==> src/include/parts_life_consts.vh <==
// Offsets, field positions, reset values and timing counts of the parts life monitor
`ifndef PARTS_LIFE_CONSTS_VH
`define PARTS_LIFE_CONSTS_VH

`define CLK_FREQ_HZ          125000000
`define DC_INJECT_TIME_MS    1000
`define LIFE_TICK_TIME_MS    1000

`define ADDR_PARTS_LIFE_STATUS   4'h0
`define ADDR_INRUSH_LIFE         4'h1
`define ADDR_CTRL_CAP_LIFE       4'h2
`define ADDR_MAIN_CAP_LIFE       4'h3
`define ADDR_MEASURE_CONTROL     4'h4
`define ADDR_TERM_SELECT_0       4'h5
`define ADDR_TERM_SELECT_1       4'h6
`define ADDR_TERM_SELECT_2       4'h7
`define ADDR_IRQ_STATUS          4'h8
`define ADDR_IRQ_MASK            4'h9

`define BIT_CTRL_CAP     0
`define BIT_MAIN_CAP     1
`define BIT_FAN          2
`define BIT_INRUSH       3
`define BIT_MEASURE_END  4

`define PERCENT_FULL         7'h64
`define INRUSH_ALARM_PCT     7'h0a
`define CTRL_CAP_ALARM_PCT   7'h0a
`define MAIN_CAP_ALARM_PCT   7'h55
`define FAN_ALARM_PCT_ONE    7'h28
`define FAN_ALARM_PCT_MULTI  7'h32
`define INRUSH_EVENTS_PER_PCT 10000

`define MEAS_NONE      4'h0
`define MEAS_START     4'h1
`define MEAS_RUNNING   4'h2
`define MEAS_DONE      4'h3
`define MEAS_FORCED    4'h8
`define MEAS_ERROR     4'h9

`define TERM_CODE_POS  9'h05a
`define TERM_CODE_NEG  9'h0be
`define TERM_SELECT_RESET 9'h000

`endif

==> src/rtl/parts_life_alarm_monitor.v <==
// Life monitor for inrush contacts, capacitors and fan, with alarm routing
//
// The implementer's own choices: the register offsets and the plain strobed port.
`timescale 1ns/1ps
`include "parts_life_consts.vh"
// Contract
// - Four-bit read-only life status, one bit per worn-out part
// - Combined life alarm high whenever any part reached its alarm level
// - Terminal select code 90 routes alarm, 190 routes it inverted
// - Count contact switch-ons; life drops one percent per 10,000 events
// - At 10% inrush life (900,000 events) set bit 3 and alarm
// - While operating, estimate control capacitor life from time and temperature
// - Control capacitor life below 10% sets bit 0 and alarm
// - Each completed measurement updates main capacitor life; at 85% or less bit 1
// - Measure field codes 0,1,2,3,8,9; only 0 and 1 are writable
// - Measure field at 1 and supply removed starts the measurement
// - During power-off measurement drive DC onto motor for 1 s
// - Power back, run, output shutoff or fault during measuring gives code 8
// - Motor absent, rotating or too small gives error code 9
// - Early power return may leave code 2; controller restarts from start code
// - Fan speed at or below 40% shows fan fault, sets bit 2 and alarm
// - With several fans, any fan at or below 50% shows fan fault
module parts_life_alarm_monitor #(
  parameter FAN_COUNT        = 1,
  parameter DC_INJECT_CYCLES = `DC_INJECT_TIME_MS * (`CLK_FREQ_HZ / 1000),
  parameter LIFE_TICK_CYCLES = `LIFE_TICK_TIME_MS * (`CLK_FREQ_HZ / 1000),
  parameter CTRL_CAP_STEP    = 16'h4000,
  parameter TERM_COUNT       = 3
) (
  input  wire                   clk,
  input  wire                   rst,
  input  wire [3:0]             reg_addr,
  input  wire [15:0]            reg_wdata,
  input  wire                   reg_wr,
  input  wire                   reg_rd,
  output reg  [15:0]            reg_rdata,
  input  wire                   inrush_switch_on,
  input  wire                   supply_on,
  input  wire                   drive_running,
  input  wire [7:0]             heatsink_temp,
  input  wire                   motor_connected,
  input  wire                   motor_rotating,
  input  wire                   motor_undersized,
  input  wire                   run_command,
  input  wire                   output_shutoff_input,
  input  wire                   fault_stop,
  input  wire [6:0]             cap_measure_pct,
  input  wire [FAN_COUNT*7-1:0] fan_speed_pct,
  output reg                    dc_inject_out,
  output reg                    fan_fault_indication,
  output reg                    life_alarm_out,
  output reg  [TERM_COUNT-1:0]  terminal_out,
  output reg                    irq
);

  localparam SYNC_W = 17 + FAN_COUNT * 7;

  // One-hot measurement states
  localparam [5:0] ST_IDLE    = 6'h01;
  localparam [5:0] ST_ARMED   = 6'h02;
  localparam [5:0] ST_MEASURE = 6'h04;
  localparam [5:0] ST_DONE    = 6'h08;
  localparam [5:0] ST_FORCED  = 6'h10;
  localparam [5:0] ST_ERROR   = 6'h20;

  function [6:0] dec_floor;
    input [6:0] pct;
    begin
      dec_floor = (pct == 7'h00) ? 7'h00 : pct - 7'h01;
    end
  endfunction

  function [8:0] term_code;
    input [15:0] data;
    begin
      term_code = data[8:0];
    end
  endfunction

  // Every outside input except the register port passes two flip-flops before use
  wire [SYNC_W-1:0] sync_in = {fan_speed_pct, cap_measure_pct, heatsink_temp,
                               inrush_switch_on, fault_stop};
  reg  [SYNC_W-1:0] sync1_reg;
  reg  [SYNC_W-1:0] sync2_reg;
  reg  [7:0]        lvl1_reg;
  reg  [7:0]        lvl2_reg;

  // Fan fields reset to a healthy speed: a zero there would read as a
  // stalled fan while the flops flush and latch a false interrupt event
  localparam [SYNC_W-1:0] SYNC_RST = {{(FAN_COUNT * 7){1'b1}}, 17'h00000};

  always @(posedge clk)
  begin
    if (rst)
    begin
      sync1_reg <= SYNC_RST;
      sync2_reg <= SYNC_RST;
      lvl1_reg  <= 8'h00;
      lvl2_reg  <= 8'h00;
    end
    else
    begin
      sync1_reg <= sync_in;
      sync2_reg <= sync1_reg;
      lvl1_reg  <= {supply_on, drive_running, motor_connected, motor_rotating,
                    motor_undersized, run_command, output_shutoff_input, 1'b0};
      lvl2_reg  <= lvl1_reg;
    end
  end

  wire                   s_fault    = sync2_reg[0];
  wire                   s_inrush   = sync2_reg[1];
  wire [7:0]             s_temp     = sync2_reg[9:2];
  wire [6:0]             s_cap_pct  = sync2_reg[16:10];
  wire [FAN_COUNT*7-1:0] s_fan      = sync2_reg[SYNC_W-1:17];
  wire                   s_supply   = lvl2_reg[7];
  wire                   s_running  = lvl2_reg[6];
  wire                   s_motor_ok = lvl2_reg[5];
  wire                   s_rotating = lvl2_reg[4];
  wire                   s_small    = lvl2_reg[3];
  wire                   s_run_cmd  = lvl2_reg[2];
  wire                   s_shutoff  = lvl2_reg[1];

  reg        inrush_prev_reg;
  reg        supply_prev_reg;
  reg [13:0] inrush_sub_reg;
  reg [6:0]  inrush_pct_reg;
  reg [31:0] tick_cnt_reg;
  reg [15:0] ctrl_acc_reg;
  reg [6:0]  ctrl_pct_reg;
  reg [6:0]  main_pct_reg;
  reg [5:0]  meas_state_reg;
  reg [5:0]  meas_state_next;
  reg [31:0] inject_cnt_reg;
  reg [8:0]  term_sel_reg [0:TERM_COUNT-1];
  reg [4:0]  irq_status_reg;
  reg [4:0]  irq_mask_reg;
  reg [3:0]  life_prev_reg;

  wire inrush_edge = s_inrush & ~inrush_prev_reg;
  wire supply_lost = supply_prev_reg & ~s_supply;
  // Free-running tick; the estimate only advances while the drive runs
  wire tick        = (tick_cnt_reg == LIFE_TICK_CYCLES - 1);
  wire [15:0] ctrl_weight = {11'h000, s_temp[7:4]} + 16'h0001;
  wire meas_wr     = reg_wr && (reg_addr == `ADDR_MEASURE_CONTROL);
  wire meas_wr_ok  = meas_wr && (reg_wdata[3:0] == `MEAS_NONE ||
                                 reg_wdata[3:0] == `MEAS_START);
  // Any of these ends an injection at once; the motor must not see DC with power back
  wire abort_cond  = s_supply | s_run_cmd | s_shutoff | s_fault;
  wire inject_end  = (inject_cnt_reg == DC_INJECT_CYCLES - 1);

  // Fan check: single fan uses the lower threshold, any of several the higher one
  reg fan_low;
  integer fi;
  always @*
  begin
    fan_low = 1'b0;
    for (fi = 0; fi < FAN_COUNT; fi = fi + 1)
    begin
      if (FAN_COUNT == 1)
      begin
        if (s_fan[fi*7 +: 7] <= `FAN_ALARM_PCT_ONE)
          fan_low = 1'b1;
      end
      else if (s_fan[fi*7 +: 7] <= `FAN_ALARM_PCT_MULTI)
        fan_low = 1'b1;
    end
  end

  // Status is a level of each part's current condition, so it holds while worn
  wire [3:0] life_status;
  assign life_status[`BIT_INRUSH]   = (inrush_pct_reg <= `INRUSH_ALARM_PCT);
  assign life_status[`BIT_CTRL_CAP] = (ctrl_pct_reg < `CTRL_CAP_ALARM_PCT);
  assign life_status[`BIT_MAIN_CAP] = (main_pct_reg <= `MAIN_CAP_ALARM_PCT);
  assign life_status[`BIT_FAN]      = fan_low;

  // Inrush contact wear
  always @(posedge clk)
  begin
    if (rst)
    begin
      inrush_prev_reg <= 1'b0;
      inrush_sub_reg  <= 14'h0000;
      inrush_pct_reg  <= `PERCENT_FULL;
    end
    else
    begin
      inrush_prev_reg <= s_inrush;
      if (inrush_edge)
      begin
        if (inrush_sub_reg == `INRUSH_EVENTS_PER_PCT - 1)
        begin
          inrush_sub_reg <= 14'h0000;
          inrush_pct_reg <= dec_floor(inrush_pct_reg);
        end
        else
          inrush_sub_reg <= inrush_sub_reg + 14'h0001;
      end
    end
  end

  // Control capacitor estimate: hotter heatsink ages the capacitor faster
  always @(posedge clk)
  begin
    if (rst)
    begin
      tick_cnt_reg <= 32'h00000000;
      ctrl_acc_reg <= 16'h0000;
      ctrl_pct_reg <= `PERCENT_FULL;
    end
    else
    begin
      tick_cnt_reg <= tick ? 32'h00000000 : tick_cnt_reg + 32'h00000001;
      if (tick && s_running)
      begin
        // Accumulator restarts at each step, so a large weight never skips a percent
        if (ctrl_acc_reg + ctrl_weight >= CTRL_CAP_STEP)
        begin
          ctrl_acc_reg <= 16'h0000;
          ctrl_pct_reg <= dec_floor(ctrl_pct_reg);
        end
        else
          ctrl_acc_reg <= ctrl_acc_reg + ctrl_weight;
      end
    end
  end

  // Main capacitor measurement sequence
  always @*
  begin
    meas_state_next = meas_state_reg;
    case (meas_state_reg)
      ST_IDLE, ST_DONE, ST_FORCED, ST_ERROR:
      begin
        if (meas_wr_ok)
          meas_state_next = (reg_wdata[3:0] == `MEAS_START) ? ST_ARMED : ST_IDLE;
      end
      ST_ARMED:
      begin
        if (meas_wr_ok && reg_wdata[3:0] == `MEAS_NONE)
          meas_state_next = ST_IDLE;
        else if (supply_lost)
        begin
          // Motor fitness is judged once, at the moment supply goes
          if (!s_motor_ok || s_rotating || s_small)
            meas_state_next = ST_ERROR;
          else
            meas_state_next = ST_MEASURE;
        end
      end
      ST_MEASURE:
      begin
        if (abort_cond)
          meas_state_next = ST_FORCED;
        else if (inject_end)
          meas_state_next = ST_DONE;
      end
      default:
        meas_state_next = ST_IDLE;
    endcase
  end

  reg [3:0] meas_code;
  always @*
  begin
    case (meas_state_reg)
      ST_ARMED:   meas_code = `MEAS_START;
      ST_MEASURE: meas_code = `MEAS_RUNNING;
      ST_DONE:    meas_code = `MEAS_DONE;
      ST_FORCED:  meas_code = `MEAS_FORCED;
      ST_ERROR:   meas_code = `MEAS_ERROR;
      default:    meas_code = `MEAS_NONE;
    endcase
  end

  always @(posedge clk)
  begin
    if (rst)
    begin
      supply_prev_reg <= 1'b0;
      meas_state_reg  <= ST_IDLE;
      inject_cnt_reg  <= 32'h00000000;
      main_pct_reg    <= `PERCENT_FULL;
      dc_inject_out   <= 1'b0;
    end
    else
    begin
      supply_prev_reg <= s_supply;
      meas_state_reg  <= meas_state_next;
      // Driven from the next state so the pin follows the state with no extra cycle
      dc_inject_out   <= (meas_state_next == ST_MEASURE);
      if (meas_state_reg == ST_MEASURE)
        inject_cnt_reg <= inject_cnt_reg + 32'h00000001;
      else
        inject_cnt_reg <= 32'h00000000;
      // A reading above the factory value is clamped; the field only shows 0 to 100
      if (meas_state_reg == ST_MEASURE && meas_state_next == ST_DONE)
        main_pct_reg <= (s_cap_pct > `PERCENT_FULL) ? `PERCENT_FULL : s_cap_pct;
    end
  end

  // Alarm, fan indication, terminal routing and interrupt
  wire [4:0] irq_events = {meas_state_next != meas_state_reg &&
                           (meas_state_next == ST_DONE || meas_state_next == ST_FORCED ||
                            meas_state_next == ST_ERROR),
                           life_status & ~life_prev_reg};
  wire irq_rd_clear = reg_rd && (reg_addr == `ADDR_IRQ_STATUS);
  integer ti;

  always @(posedge clk)
  begin
    if (rst)
    begin
      life_prev_reg        <= 4'h0;
      life_alarm_out       <= 1'b0;
      fan_fault_indication <= 1'b0;
      terminal_out         <= {TERM_COUNT{1'b0}};
      irq_status_reg       <= 5'h00;
      irq_mask_reg         <= 5'h00;
      irq                  <= 1'b0;
      for (ti = 0; ti < TERM_COUNT; ti = ti + 1)
        term_sel_reg[ti] <= `TERM_SELECT_RESET;
    end
    else
    begin
      life_prev_reg        <= life_status;
      life_alarm_out       <= |life_status;
      fan_fault_indication <= fan_low;
      for (ti = 0; ti < TERM_COUNT; ti = ti + 1)
      begin
        // Unknown select codes park the terminal low rather than guess a function
        if (term_sel_reg[ti] == `TERM_CODE_POS)
          terminal_out[ti] <= |life_status;
        else if (term_sel_reg[ti] == `TERM_CODE_NEG)
          terminal_out[ti] <= ~(|life_status);
        else
          terminal_out[ti] <= 1'b0;
        if (reg_wr && reg_addr == `ADDR_TERM_SELECT_0 + ti[3:0])
          term_sel_reg[ti] <= term_code(reg_wdata);
      end
      // A new event in the reading cycle survives the clear
      irq_status_reg <= (irq_rd_clear ? 5'h00 : irq_status_reg) | irq_events;
      if (reg_wr && reg_addr == `ADDR_IRQ_MASK)
        irq_mask_reg <= reg_wdata[4:0];
      irq <= |(((irq_rd_clear ? 5'h00 : irq_status_reg) | irq_events) & irq_mask_reg);
    end
  end

  // Register read port, data one cycle after the strobe
  always @(posedge clk)
  begin
    if (rst)
      reg_rdata <= 16'h0000;
    else if (reg_rd)
    begin
      case (reg_addr)
        `ADDR_PARTS_LIFE_STATUS: reg_rdata <= {12'h000, life_status};
        `ADDR_INRUSH_LIFE:       reg_rdata <= {9'h000, inrush_pct_reg};
        `ADDR_CTRL_CAP_LIFE:     reg_rdata <= {9'h000, ctrl_pct_reg};
        `ADDR_MAIN_CAP_LIFE:     reg_rdata <= {9'h000, main_pct_reg};
        `ADDR_MEASURE_CONTROL:   reg_rdata <= {12'h000, meas_code};
        `ADDR_TERM_SELECT_0:     reg_rdata <= {7'h00, term_sel_reg[0]};
        // Indices wrap when fewer terminals are built, so reads never run off the array
        `ADDR_TERM_SELECT_1:     reg_rdata <= {7'h00, term_sel_reg[1 % TERM_COUNT]};
        `ADDR_TERM_SELECT_2:     reg_rdata <= {7'h00, term_sel_reg[2 % TERM_COUNT]};
        `ADDR_IRQ_STATUS:        reg_rdata <= {11'h000, irq_status_reg};
        `ADDR_IRQ_MASK:          reg_rdata <= {11'h000, irq_mask_reg};
        default:                 reg_rdata <= 16'h0000;
      endcase
    end
    else
      reg_rdata <= 16'h0000;
  end

endmodule
==> config.mk <==
export PLATFORM = sky130hd
export DESIGN_NAME = parts_life_alarm_monitor
export DESIGN_NICKNAME = d
export VERILOG_FILES = /design/src/rtl/parts_life_alarm_monitor.v
export VERILOG_INCLUDE_DIRS = /design/src /design/src/include
export SDC_FILE = /design/constraint.sdc
export NUM_CORES = 1
export LEC_CHECK = 0
export BUFFER_PORTS_ARGS = -buffer_cell sky130_fd_sc_hd__buf_2
export CAP_MARGIN = 20
export CORE_MARGIN = 4
export CORE_UTILIZATION = 38
export CTS_CLUSTER_DIAMETER = 50
export CTS_CLUSTER_SIZE = 40
export DETAILED_ROUTE_END_ITERATION = 6
export PLACE_DENSITY = 0.51
export RECOVER_POWER = 100
export SKIP_CTS_REPAIR_TIMING = 1
export SLEW_MARGIN = 25
export SYNTH_ARGS = -nofsm -noshare
export SYNTH_HDL_FRONTEND = slang
export SYNTH_SLANG_ARGS = --single-unit
==> constraint.sdc <==
create_clock -name clk -period 3.6 [get_ports clk]
set_clock_uncertainty 0.05 [all_clocks]
set_input_delay 0.54 -clock clk [delete_from_list [all_inputs] [get_ports clk]]
set_output_delay 0.54 -clock clk [all_outputs]
set_load 0.03 [all_outputs]
Word-level counts from Yosys, hierarchy flattened
Memories as Yosys holds them, arrays and structs flattened.
Cells that the tools add are included.
- memory bits (writable): 27
- memories: 1
- register bits: 224
- input bits: 55
- output and inout bits: 23
- logic and storage cells: 151
- memory list (name ; words ; width ; read ports ; clocked after Yosys merged registers in ; write ports ; line ; text):
    term_sel_reg ; 3 ; 9 ; 3 ; 0 ; 3 ; parts_life_alarm_monitor.v:135 ; reg [8:0] term_sel_reg [0:TERM_COUNT-1];
- reductions and logical operators: 29
- eq/ne operators: 30
- add/subtract/negate cells: 7
- bitwise gates (word level): 17
- magnitude comparators: 6
- mux-type cells: 37
- operators with widths (kind ; count):
    9-bit case mux with 10 select lines ; 1
    32-bit by 1-bit adder with 32-bit output, second input constant ; 2
    32-bit by 27-bit equality test with 1-bit output, second input constant ; 2
    6-bit two-way mux ; 6
    9-bit by 7-bit equality test with 1-bit output, second input constant ; 3
    9-bit by 8-bit equality test with 1-bit output, second input constant ; 3
    9-bit two-way mux ; 3
    7-bit two-way mux ; 3
    4-bit case mux with 5 select lines ; 1
    1-bit two-way mux ; 18
    6-bit case mux with 3 select lines ; 1
    16-bit by 5-bit adder with 16-bit output ; 1
    4-bit by 3-bit equality test with 1-bit output, second input constant ; 4
    16-bit by 15-bit >= comparator with 1-bit output, second input constant ; 1
    16-bit two-way mux ; 1
    14-bit by 1-bit adder with 14-bit output, second input constant ; 1
    14-bit equality test, second input constant ; 1
    7-bit logical NOT ; 2
    14-bit two-way mux ; 1
    7-bit by 1-bit subtractor with 7-bit output, second input constant ; 2
    6-bit by 3-bit equality test with 1-bit output, second input constant ; 2
    6-bit by 4-bit equality test with 1-bit output, second input constant ; 2
    6-bit by 5-bit equality test with 1-bit output, second input constant ; 2
    6-bit equality test, second input constant ; 2
    29 further kinds ; 61

Longest topological paths before layout
Gate-level depths: netlist of the first run.
- word-level depth: 14
- mapped depth: 12

Worst setup path before layout of the first run
No wires, ideal clock.
- path kind: input -> register
- start point: input port reg_addr[0]
- end point: memory term_sel_reg[0][0] (enable)
- required time: 3.163 ns
- setup slack: 0.821 ns
- buffers on the path: 3
- setup time: 0.387 ns
- cell stages on the path: 5
- arrival: 2.342 ns
- cells stage by stage: clkbuf_1 -> buf_1 -> clkbuf_1 -> nand3_1 -> o21ai_0
- RTL lines (item ; line ; text):
    start, declared ; parts_life_alarm_monitor.v:32 ; input wire [3:0] reg_addr,
    end, declared ; parts_life_alarm_monitor.v:135 ;

Final worst setup path of the first run
- start point: register tick_cnt_reg[20]
- end point: register ctrl_acc_reg[6]
- word-level cells in the longest chain between the ends: 2
- ends and longest elaborated chain (item ; line ; text):
    start, declared ; parts_life_alarm_monitor.v:128 ; reg [31:0] tick_cnt_reg;
    start signal, assigned ; parts_life_alarm_monitor.v:213 ; tick_cnt_reg <= tick ? 32'h00000000 : tick_cnt_reg + 32'h00000001;
    32-bit by 27-bit equality test with 1-bit output ; parts_life_alarm_monitor.v:143 ; wire tick = (tick_cnt_reg == LIFE_TICK_CYCLES - 1);
    1-bit logical AND ; parts_life_alarm_monitor.v:214 ; if (tick && s_running)
    end signal, assigned ; parts_life_alarm_monitor.v:223 ; ctrl_acc_reg <= ctrl_acc_reg + ctrl_weight;
    end, declared ; parts_life_alarm_monitor.v:129 ; reg [15:0] ctrl_acc_reg;
Every way passes these cells.
A chain may end at the register's enable or synchronous reset.

==> metrics.md, run 1 <==
| Metric | Value |
|---|---|
| Remaining Overflow, GRT | `0` |
| Total Power | `5.664 mW` |
| Worst Setup End Kind | `register` |
| Worst Setup EP | `ctrl_acc_reg[6]` |
| HPWL Detailed | `between 15000 and 20000 um` |
| Detailed Route Iter0 Violations | `369` |
| Setup crit start | `tick_cnt_reg[20]` |
| Status | `finished, violations left` |
| I/O pin total | `78` |
| CTS tree | `built` |
| Post-synth top cells | `206 x dfxtp_1, 143 x nor2_1, 74 x nand2_1, 54 x xor2_1, 53 x nor2b_1` |
| Worst path required time | `between 3 and 4 ns` |
| Port buffer count | `59` |
| Post-Syn Area per Cell | `9.360 um^2` |
| Worst-Skew Late Latency | `roughly 0.54 ns` |
| Leading area contributor after synthesis | `dfxtp_1` |
| Worst-path fanout max | `13` |
| First-pass detailed-route iteration total | `5` |
| Vias | `between 7000 and 8000` |
| Cell total after placement | `around 1400` |
| Rel. slew slack | `-5.288%` |
| RSZ-0062 raised after global routing | `no` |
| Core region area | `around 25000 um^2` |
| TritonCTS Sinks | `around 230` |
| Max Cap Viol | `1` |
| R2R cell count | `7` |
| CTS clk-pin slew, worst paths | `around 0.070 ns` |
| Worst hold path class | `in -> reg` |
| Root Buffer | `clkbuf_16` |
| Design Area, Final | `11430 um^2` |
| Ys flop type | `dfxtp_1` |
| Synth area leaders | `dfxtp_1 41%, edfxtp_1 8.2%, nor2_1 5.4%` |
| Fill count | `2490` |
| #FFs+latches synth | `233` |
| Buf/Inv on CP | `1` |
| Levels on crit path | `7` |
| Die width | `169.7 um` |
| RR Startpoint | `tick_cnt_reg[20]` |
| Dpl cell area | `10550 um^2` |
| Initial Utilization | `39.03%` |
| Ys Warns | `0` |
| WL final | `21600 um` |
| Min Hold Slack | `0.1241 ns` |
| Reg-to-reg slack, setup | `0.47 ns` |
| Final setup violation count | `0` |
| Layout cell share with drive strength beyond 1 | `12.04%` |
| Critical path's slowest cell | `clkbuf_1` |
| Wire length per cell | `14.71 um` |
| Worst-Margin Slew | `between 1.5 and 2 ns` |
| Vias in the first global route | `7114` |
| Routed Antenna Nets | `0` |
| GR Util All Layers | `15.07%` |
| DRC violations left | `0` |
| Post-synth EDFFs | `27` |
| Final Hold Viols | `0` |
| Synthesized area | `9941 um^2` |
| First-pass GRT wire length | `~37000 um` |
| DR vias/cell | `5.030` |
| Seq/Total Area, Yosys | `49.64%` |
| Cells along the critical path | `or4b_1, nor4_1, and3_1, nand2b_1, o21ai_0, clkbuf_1, nor2_1` |
| Worst path top cell family by delay | `simple AND/OR/NAND/NOR gates` |
| Failing checks | `capacitance limit, slew limit` |
| Share of the synthesized area in the top cell type | `41.49%` |
| Setup Crit Path Kind | `reg -> reg` |
| Worst vdd ir | `0.3285 mV` |
| Die H | `approximately 170 um` |
| Synth unique cells | `77` |
| Fin crit share | `86.87%` |
| H-tree levels | `1` |
| Row count | `58` |
| Setup_tns | `0 ns` |
| Worst R2R End | `ctrl_acc_reg[6]` |
| CP startpoint kind | `register` |
| Bufs on Longest Clock Path | `3` |
| Pre-CTS setup slack | `0.8020 ns` |
| Max Fclk | `319.8 MHz` |
| Crit path DAT | `3.46 ns` |
| Fin crit period | `3.127 ns` |
| Asr flop ratio synth | `0%` |
| Top-count cell post-synth | `dfxtp_1` |
| Nets@finish | `1184` |
| Final Max Slew Viols | `31` |
| Syn Inst Count | `about 1100` |
| N_diodes | `0` |
| Layout Cells excl Fill | `about 1500` |
| Crit path largest cell delay | `0.51 ns` |
| Antenna violations before repair | `0` |
| Final WS setup | `between 0.4 and 0.5 ns` |
| Largest net degree at the start of global routing | `69` |
| Routability cong. | `about 0.82` |
| Total CTS buffers | `26` |
| Synth-to-Final Area Change | `15.02%` |
| Fin util | `44.89%` |
| Die area | `28810 um^2` |
| PD cells | `495.4 nW/um^2` |
| Leakage | `4.081 nW` |
-- power breakdown --
part | switching (mW) | leakage (nW) | internal (mW)
logic | 0.124 | 1.70 | 0.0770
clock network | 1.22 | 0.450 | 1.53
registers | 0.0315 | 1.93 | 2.68
total | 1.38 | 4.08 | 4.29
-- per-layer routing --
metal	global-route usage, %	wire (um)	vias to the layer above
li1	-	-	3812
met1	21.98	10830	3391
met2	23.08	9238	147
met3	2.655	1036	34
met4	4.025	493	0
met5	0	0	-
-- worst min path at each step --
| stage | startpoint | to | cells after the start |
|---|---|---|---|
| after floorplan | sync1_reg[17] | sync2_reg[17] | 1 |
| after global placement | sync1_reg[23] | sync2_reg[23] | 1 |
| after detailed placement | sync1_reg[22] | sync2_reg[22] | 1 |
| after CTS | fan_speed_pct[3] | sync1_reg[20] | 2 |
| after global routing | fan_speed_pct[3] | sync1_reg[20] | 2 |
| final | fan_speed_pct[3] | sync1_reg[20] | 2 |
-- area by class of cell --
class                      count  area, um^2  area share [%]
sequential                   233        4935           43.16
timing repair buffer          73       370.4           3.239
inverter                      19       71.32          0.6238
clock buffer                  28       679.4           5.942
multi-input combinational    765        4716           41.25
tap                          330       412.9           3.611
clock inverter                20       249.0           2.178
-- cells in the final DEF (no fill, tap or decap), types with 9 or more instances in the layout --
cell / n
ha_1: 10
nand2b_1: 10
xnor2_1: 28
nor2b_1: 53
nand3_1: 43
o21ai_0: 33
nor3_1: 30
mux2i_1: 26
or2_2: 19
clkbuf_1: 19
buf_4: 11
inv_1: 18
dfxtp_1: 206
edfxtp_1: 27
nand2_1: 74
and2_0: 9
clkbuf_16: 27
or3_1: 11
nand4_1: 29
and3_1: 21
and2_1: 12
a21oi_1: 32
xor2_1: 54
nor2_1: 143
buf_2: 42
nor4_1: 14
-- logic make-up (layout without fill, tap and decap cells) --
logic type | after synthesis | after routing | synth area share (%)
DFF | 233 | 233 | 49.64
other | 1 | 7 | 0.03772
xor gates and xnor gates | 82 | 82 | 7.225
adders and majority gates | 11 | 11 | 1.460
buffers and inverters | 70 | 140 | 3.071
AOI/OAI and AO/OA | 116 | 116 | 7.590
and+or+nand+nor | 519 | 519 | 27.79
muxes | 30 | 30 | 3.184
Note: power is estimated with default switching activity, not from simulation.
==> inputs of run 2 (changes only) <==
BUFFER_PORTS_ARGS = default   (was -buffer_cell sky130_fd_sc_hd__buf_2)
DONT_BUFFER_PORTS = 1   (was default)
PLACE_DENSITY = 0.48   (was 0.51)
clock period = 3 ns   (was 3.6 ns; I/O delays follow)
==> metrics.md, run 2 (synthesis results as in run 1) <==
| Metric | Value |
|---|---|
| Detailed Route Iter0 Violations | `361 (-2.2%)` |
| Most frequent cells in the layout | `206 x dfxtp_1, 143 x nor2_1, 74 x nand2_1` |
| First-pass detailed-route iteration total | `7 (+2)` |
| Pre-CTS setup slack | `0.2007 ns (-0.6013 ns)` |
| Nets@finish | `1148 (-3.0%)` |
| Layout cell share with drive strength beyond 1 | `8.794% (-3.2 points)` |
| HPWL Detailed | `15510 um (+1.9%)` |
| Crit path DAT | `3.15 ns (-0.31 ns)` |
| Fin crit period | `2.816 ns (-0.3113 ns)` |
| H-tree levels | `1 (unchanged)` |
| I/O pin total | `78 (unchanged)` |
| Die width | `169.7 um (unchanged)` |
| Vias in the first global route | `6786 (-4.6%)` |
| Crit path largest cell delay | `0.74 ns (+0.23 ns)` |
| Gate power share | `2.9% (-0.6 points)` |
| RSZ-0062 raised after global routing | `no` |
| Worst-Margin Slew | `1.643 ns (+0.06395 ns)` |
| Initial Utilization | `39.03% (unchanged)` |
| Row count | `58 (unchanged)` |
| Min Hold Slack | `0.003301 ns (-0.1208 ns)` |
| Design Area, Final | `11380 um^2 (-0.44%)` |
| CTS clk-pin slew, worst paths | `0.06 ns (about the same)` |
| Max Cap Viol | `1 (unchanged)` |
| Routability cong. | `0.8140 (-0.46%)` |
| Worst hold path class | `in -> reg` |
| Cell Int Power | `5.353 mW (+25%)` |
| Met2 Wirelength | `9187 um (-0.55%)` |
| Core region area | `25470 um^2 (unchanged)` |
| Sequential share of power | `46.8% (-1.1 points)` |
| Worst-path fanout max | `7 (-6)` |
| Max Fclk | `355.1 MHz (+11%)` |
| Sw frac | `23.20% (-1.1 points)` |
| PD cells | `612.3 nW/um^2 (+24%)` |
| Layout Cells excl Fill | `1433 (-2.4%)` |
| DR vias/cell | `5.024 (-0.11%)` |
| Switching pwr | `1.617 mW (+17%)` |
| GR Util All Layers | `15.23% (+0.16 points)` |
| Worst Setup End Kind | `register` |
| Final Max Slew Viols | `75 (+140%)` |
| Rel. slew slack | `-9.551% (-4.3 points)` |
| M1 WL | `11570 um (+6.9%)` |
| Die H | `169.7 um (unchanged)` |
| Failing checks | `capacitance limit, slew limit` |
| Routed Antenna Nets | `0 (unchanged)` |
| Fill count | `2481 (-0.36%)` |
| Final setup violation count | `0 (unchanged)` |
| Status | `finished, violations left` |
| Commonest non-fill, non-tap cell in the layout | `dfxtp_1` |
| Vias | `7200 (-2.5%)` |
| Worst vdd ir | `0.4618 mV (+41%)` |
| Dpl cell area | `10280 um^2 (-2.5%)` |
| WL final | `22450 um (+3.9%)` |
| TritonCTS Sinks | `233 (unchanged)` |
| Worst path required time | `3.33 ns (-0.60 ns)` |
| Setup Crit Path Kind | `reg -> reg` |
| CP startpoint kind | `register` |
| Largest net degree at the start of global routing | `98 (+42%)` |
| Critical path's slowest cell | `or4b_2` |
| DRC violations left | `0 (unchanged)` |
| Worst-Skew Late Latency | `0.54 ns (about the same)` |
| Clk pwr share | `50.3% (+1.8 points)` |
| Remaining Overflow, GRT | `0 (unchanged)` |
| Fin crit share | `93.86% (+7.0 points)` |
| Met3 WL | `1200 um (+16%)` |
| Total Power | `6.970 mW (+23%)` |
| First-pass GRT wire length | `36470 um (-0.28%)` |
| Fin util | `44.69% (-0.20 points)` |
| Root Buffer | `clkbuf_16` |
| N_diodes | `0 (unchanged)` |
| Uppermost layer routed | `met4` |
| Bufs on Longest Clock Path | `3 (unchanged)` |
| Leakage | `3.988 nW (-2.3%)` |
| Cells along the critical path | `inv_1, ha_1, nor2b_1, o21ai_0, nand3b_1, nand4_1, or4b_2, a2111oi_1` |
| CTS tree | `built` |
| Die area | `28810 um^2 (unchanged)` |
| Synth-to-Final Area Change | `14.51%` |
| Final Hold Viols | `0 (unchanged)` |
| Wire length per cell | `15.66 um (+6.5%)` |
| Setup_tns | `0 ns (unchanged)` |
| Final WS setup | `0.1841 ns (-0.2887 ns)` |
| Antenna violations before repair | `0 (unchanged)` |
| Port buffer count | `0 (-100%)` |
| Total CTS buffers | `28 (+7.7%)` |
| Cell total after placement | `1366 (-3.8%)` |
-- run 2: cell types whose count changed in the layout (fill, tap and decap cells not counted), sizes merged --
cell,change
clkinvlp,+1
inv,+1
buf,-43
dlygate4sd3,+15
clkbuf,-6
bufinv,+1
clkinv,-4
-- run 2: layout make-up --
| type | instances | area (um^2) | share of cell area [%] |
|---|---|---|---|
| Inverter | 19 | 71.32 | 0.6265 |
| Clock inverter | 19 | 225.2 | 1.978 |
| Timing Repair Buffer | 35 | 265.3 | 2.330 |
| Tap cell | 330 | 412.9 | 3.627 |
| Sequential cell | 233 | 4935 | 43.35 |
| Clock buffer | 32 | 757.0 | 6.650 |
| Multi-Input combinational cell | 765 | 4717 | 41.44 |
-- run 2: worst paths after layout --
check                    startpoint               to  slack, ns  cells past startpoint
setup / recovery  inrush_pct_reg[0]  terminal_out[0]       0.18                      8
setup reg to reg  inrush_pct_reg[0]  terminal_out[0]       0.18                      8
hold reg to reg       sync1_reg[21]    sync2_reg[21]       0.36                      1
hold / removal     heatsink_temp[6]     sync1_reg[8]      0.003                      1
-- run 2: power by group through the flow --
| stage | clock, mW | sequential (mW) | combinational, mW |
|---|---|---|---|
| 3_5_place_dp | 0 | 3.33 | 0.168 |
| 5_1_grt | 3.73 | 3.27 | 0.225 |
| 4_1_cts | 3.60 | 3.26 | 0.169 |
| 2_1_floorplan | 0 | 3.32 | 0.167 |
| 3_3_place_gp | 0 | 3.33 | 0.168 |
| 6_report | 3.51 | 3.26 | 0.200 |
-- run 2: per-layer routing --
| layer | track usage [%] | up-vias |
|---|---|---|
| li1 | - | 3740 |
| met1 | 23.27 | 3280 |
| met2 | 21.94 | 142 |
| met3 | 3.121 | 38 |
| met4 | 3.675 | 0 |
| met5 | 0 | - |
-- run 2: critical path: cells and delay by family (launching register included) --
kind                       cells  cell delay (ns)
DFF                            1             0.36
and+or+nand+nor                4             1.41
buffers and inverters          1             0.09
AOI/OAI and AO/OA              2             0.56
adders and majority gates      1             0.20
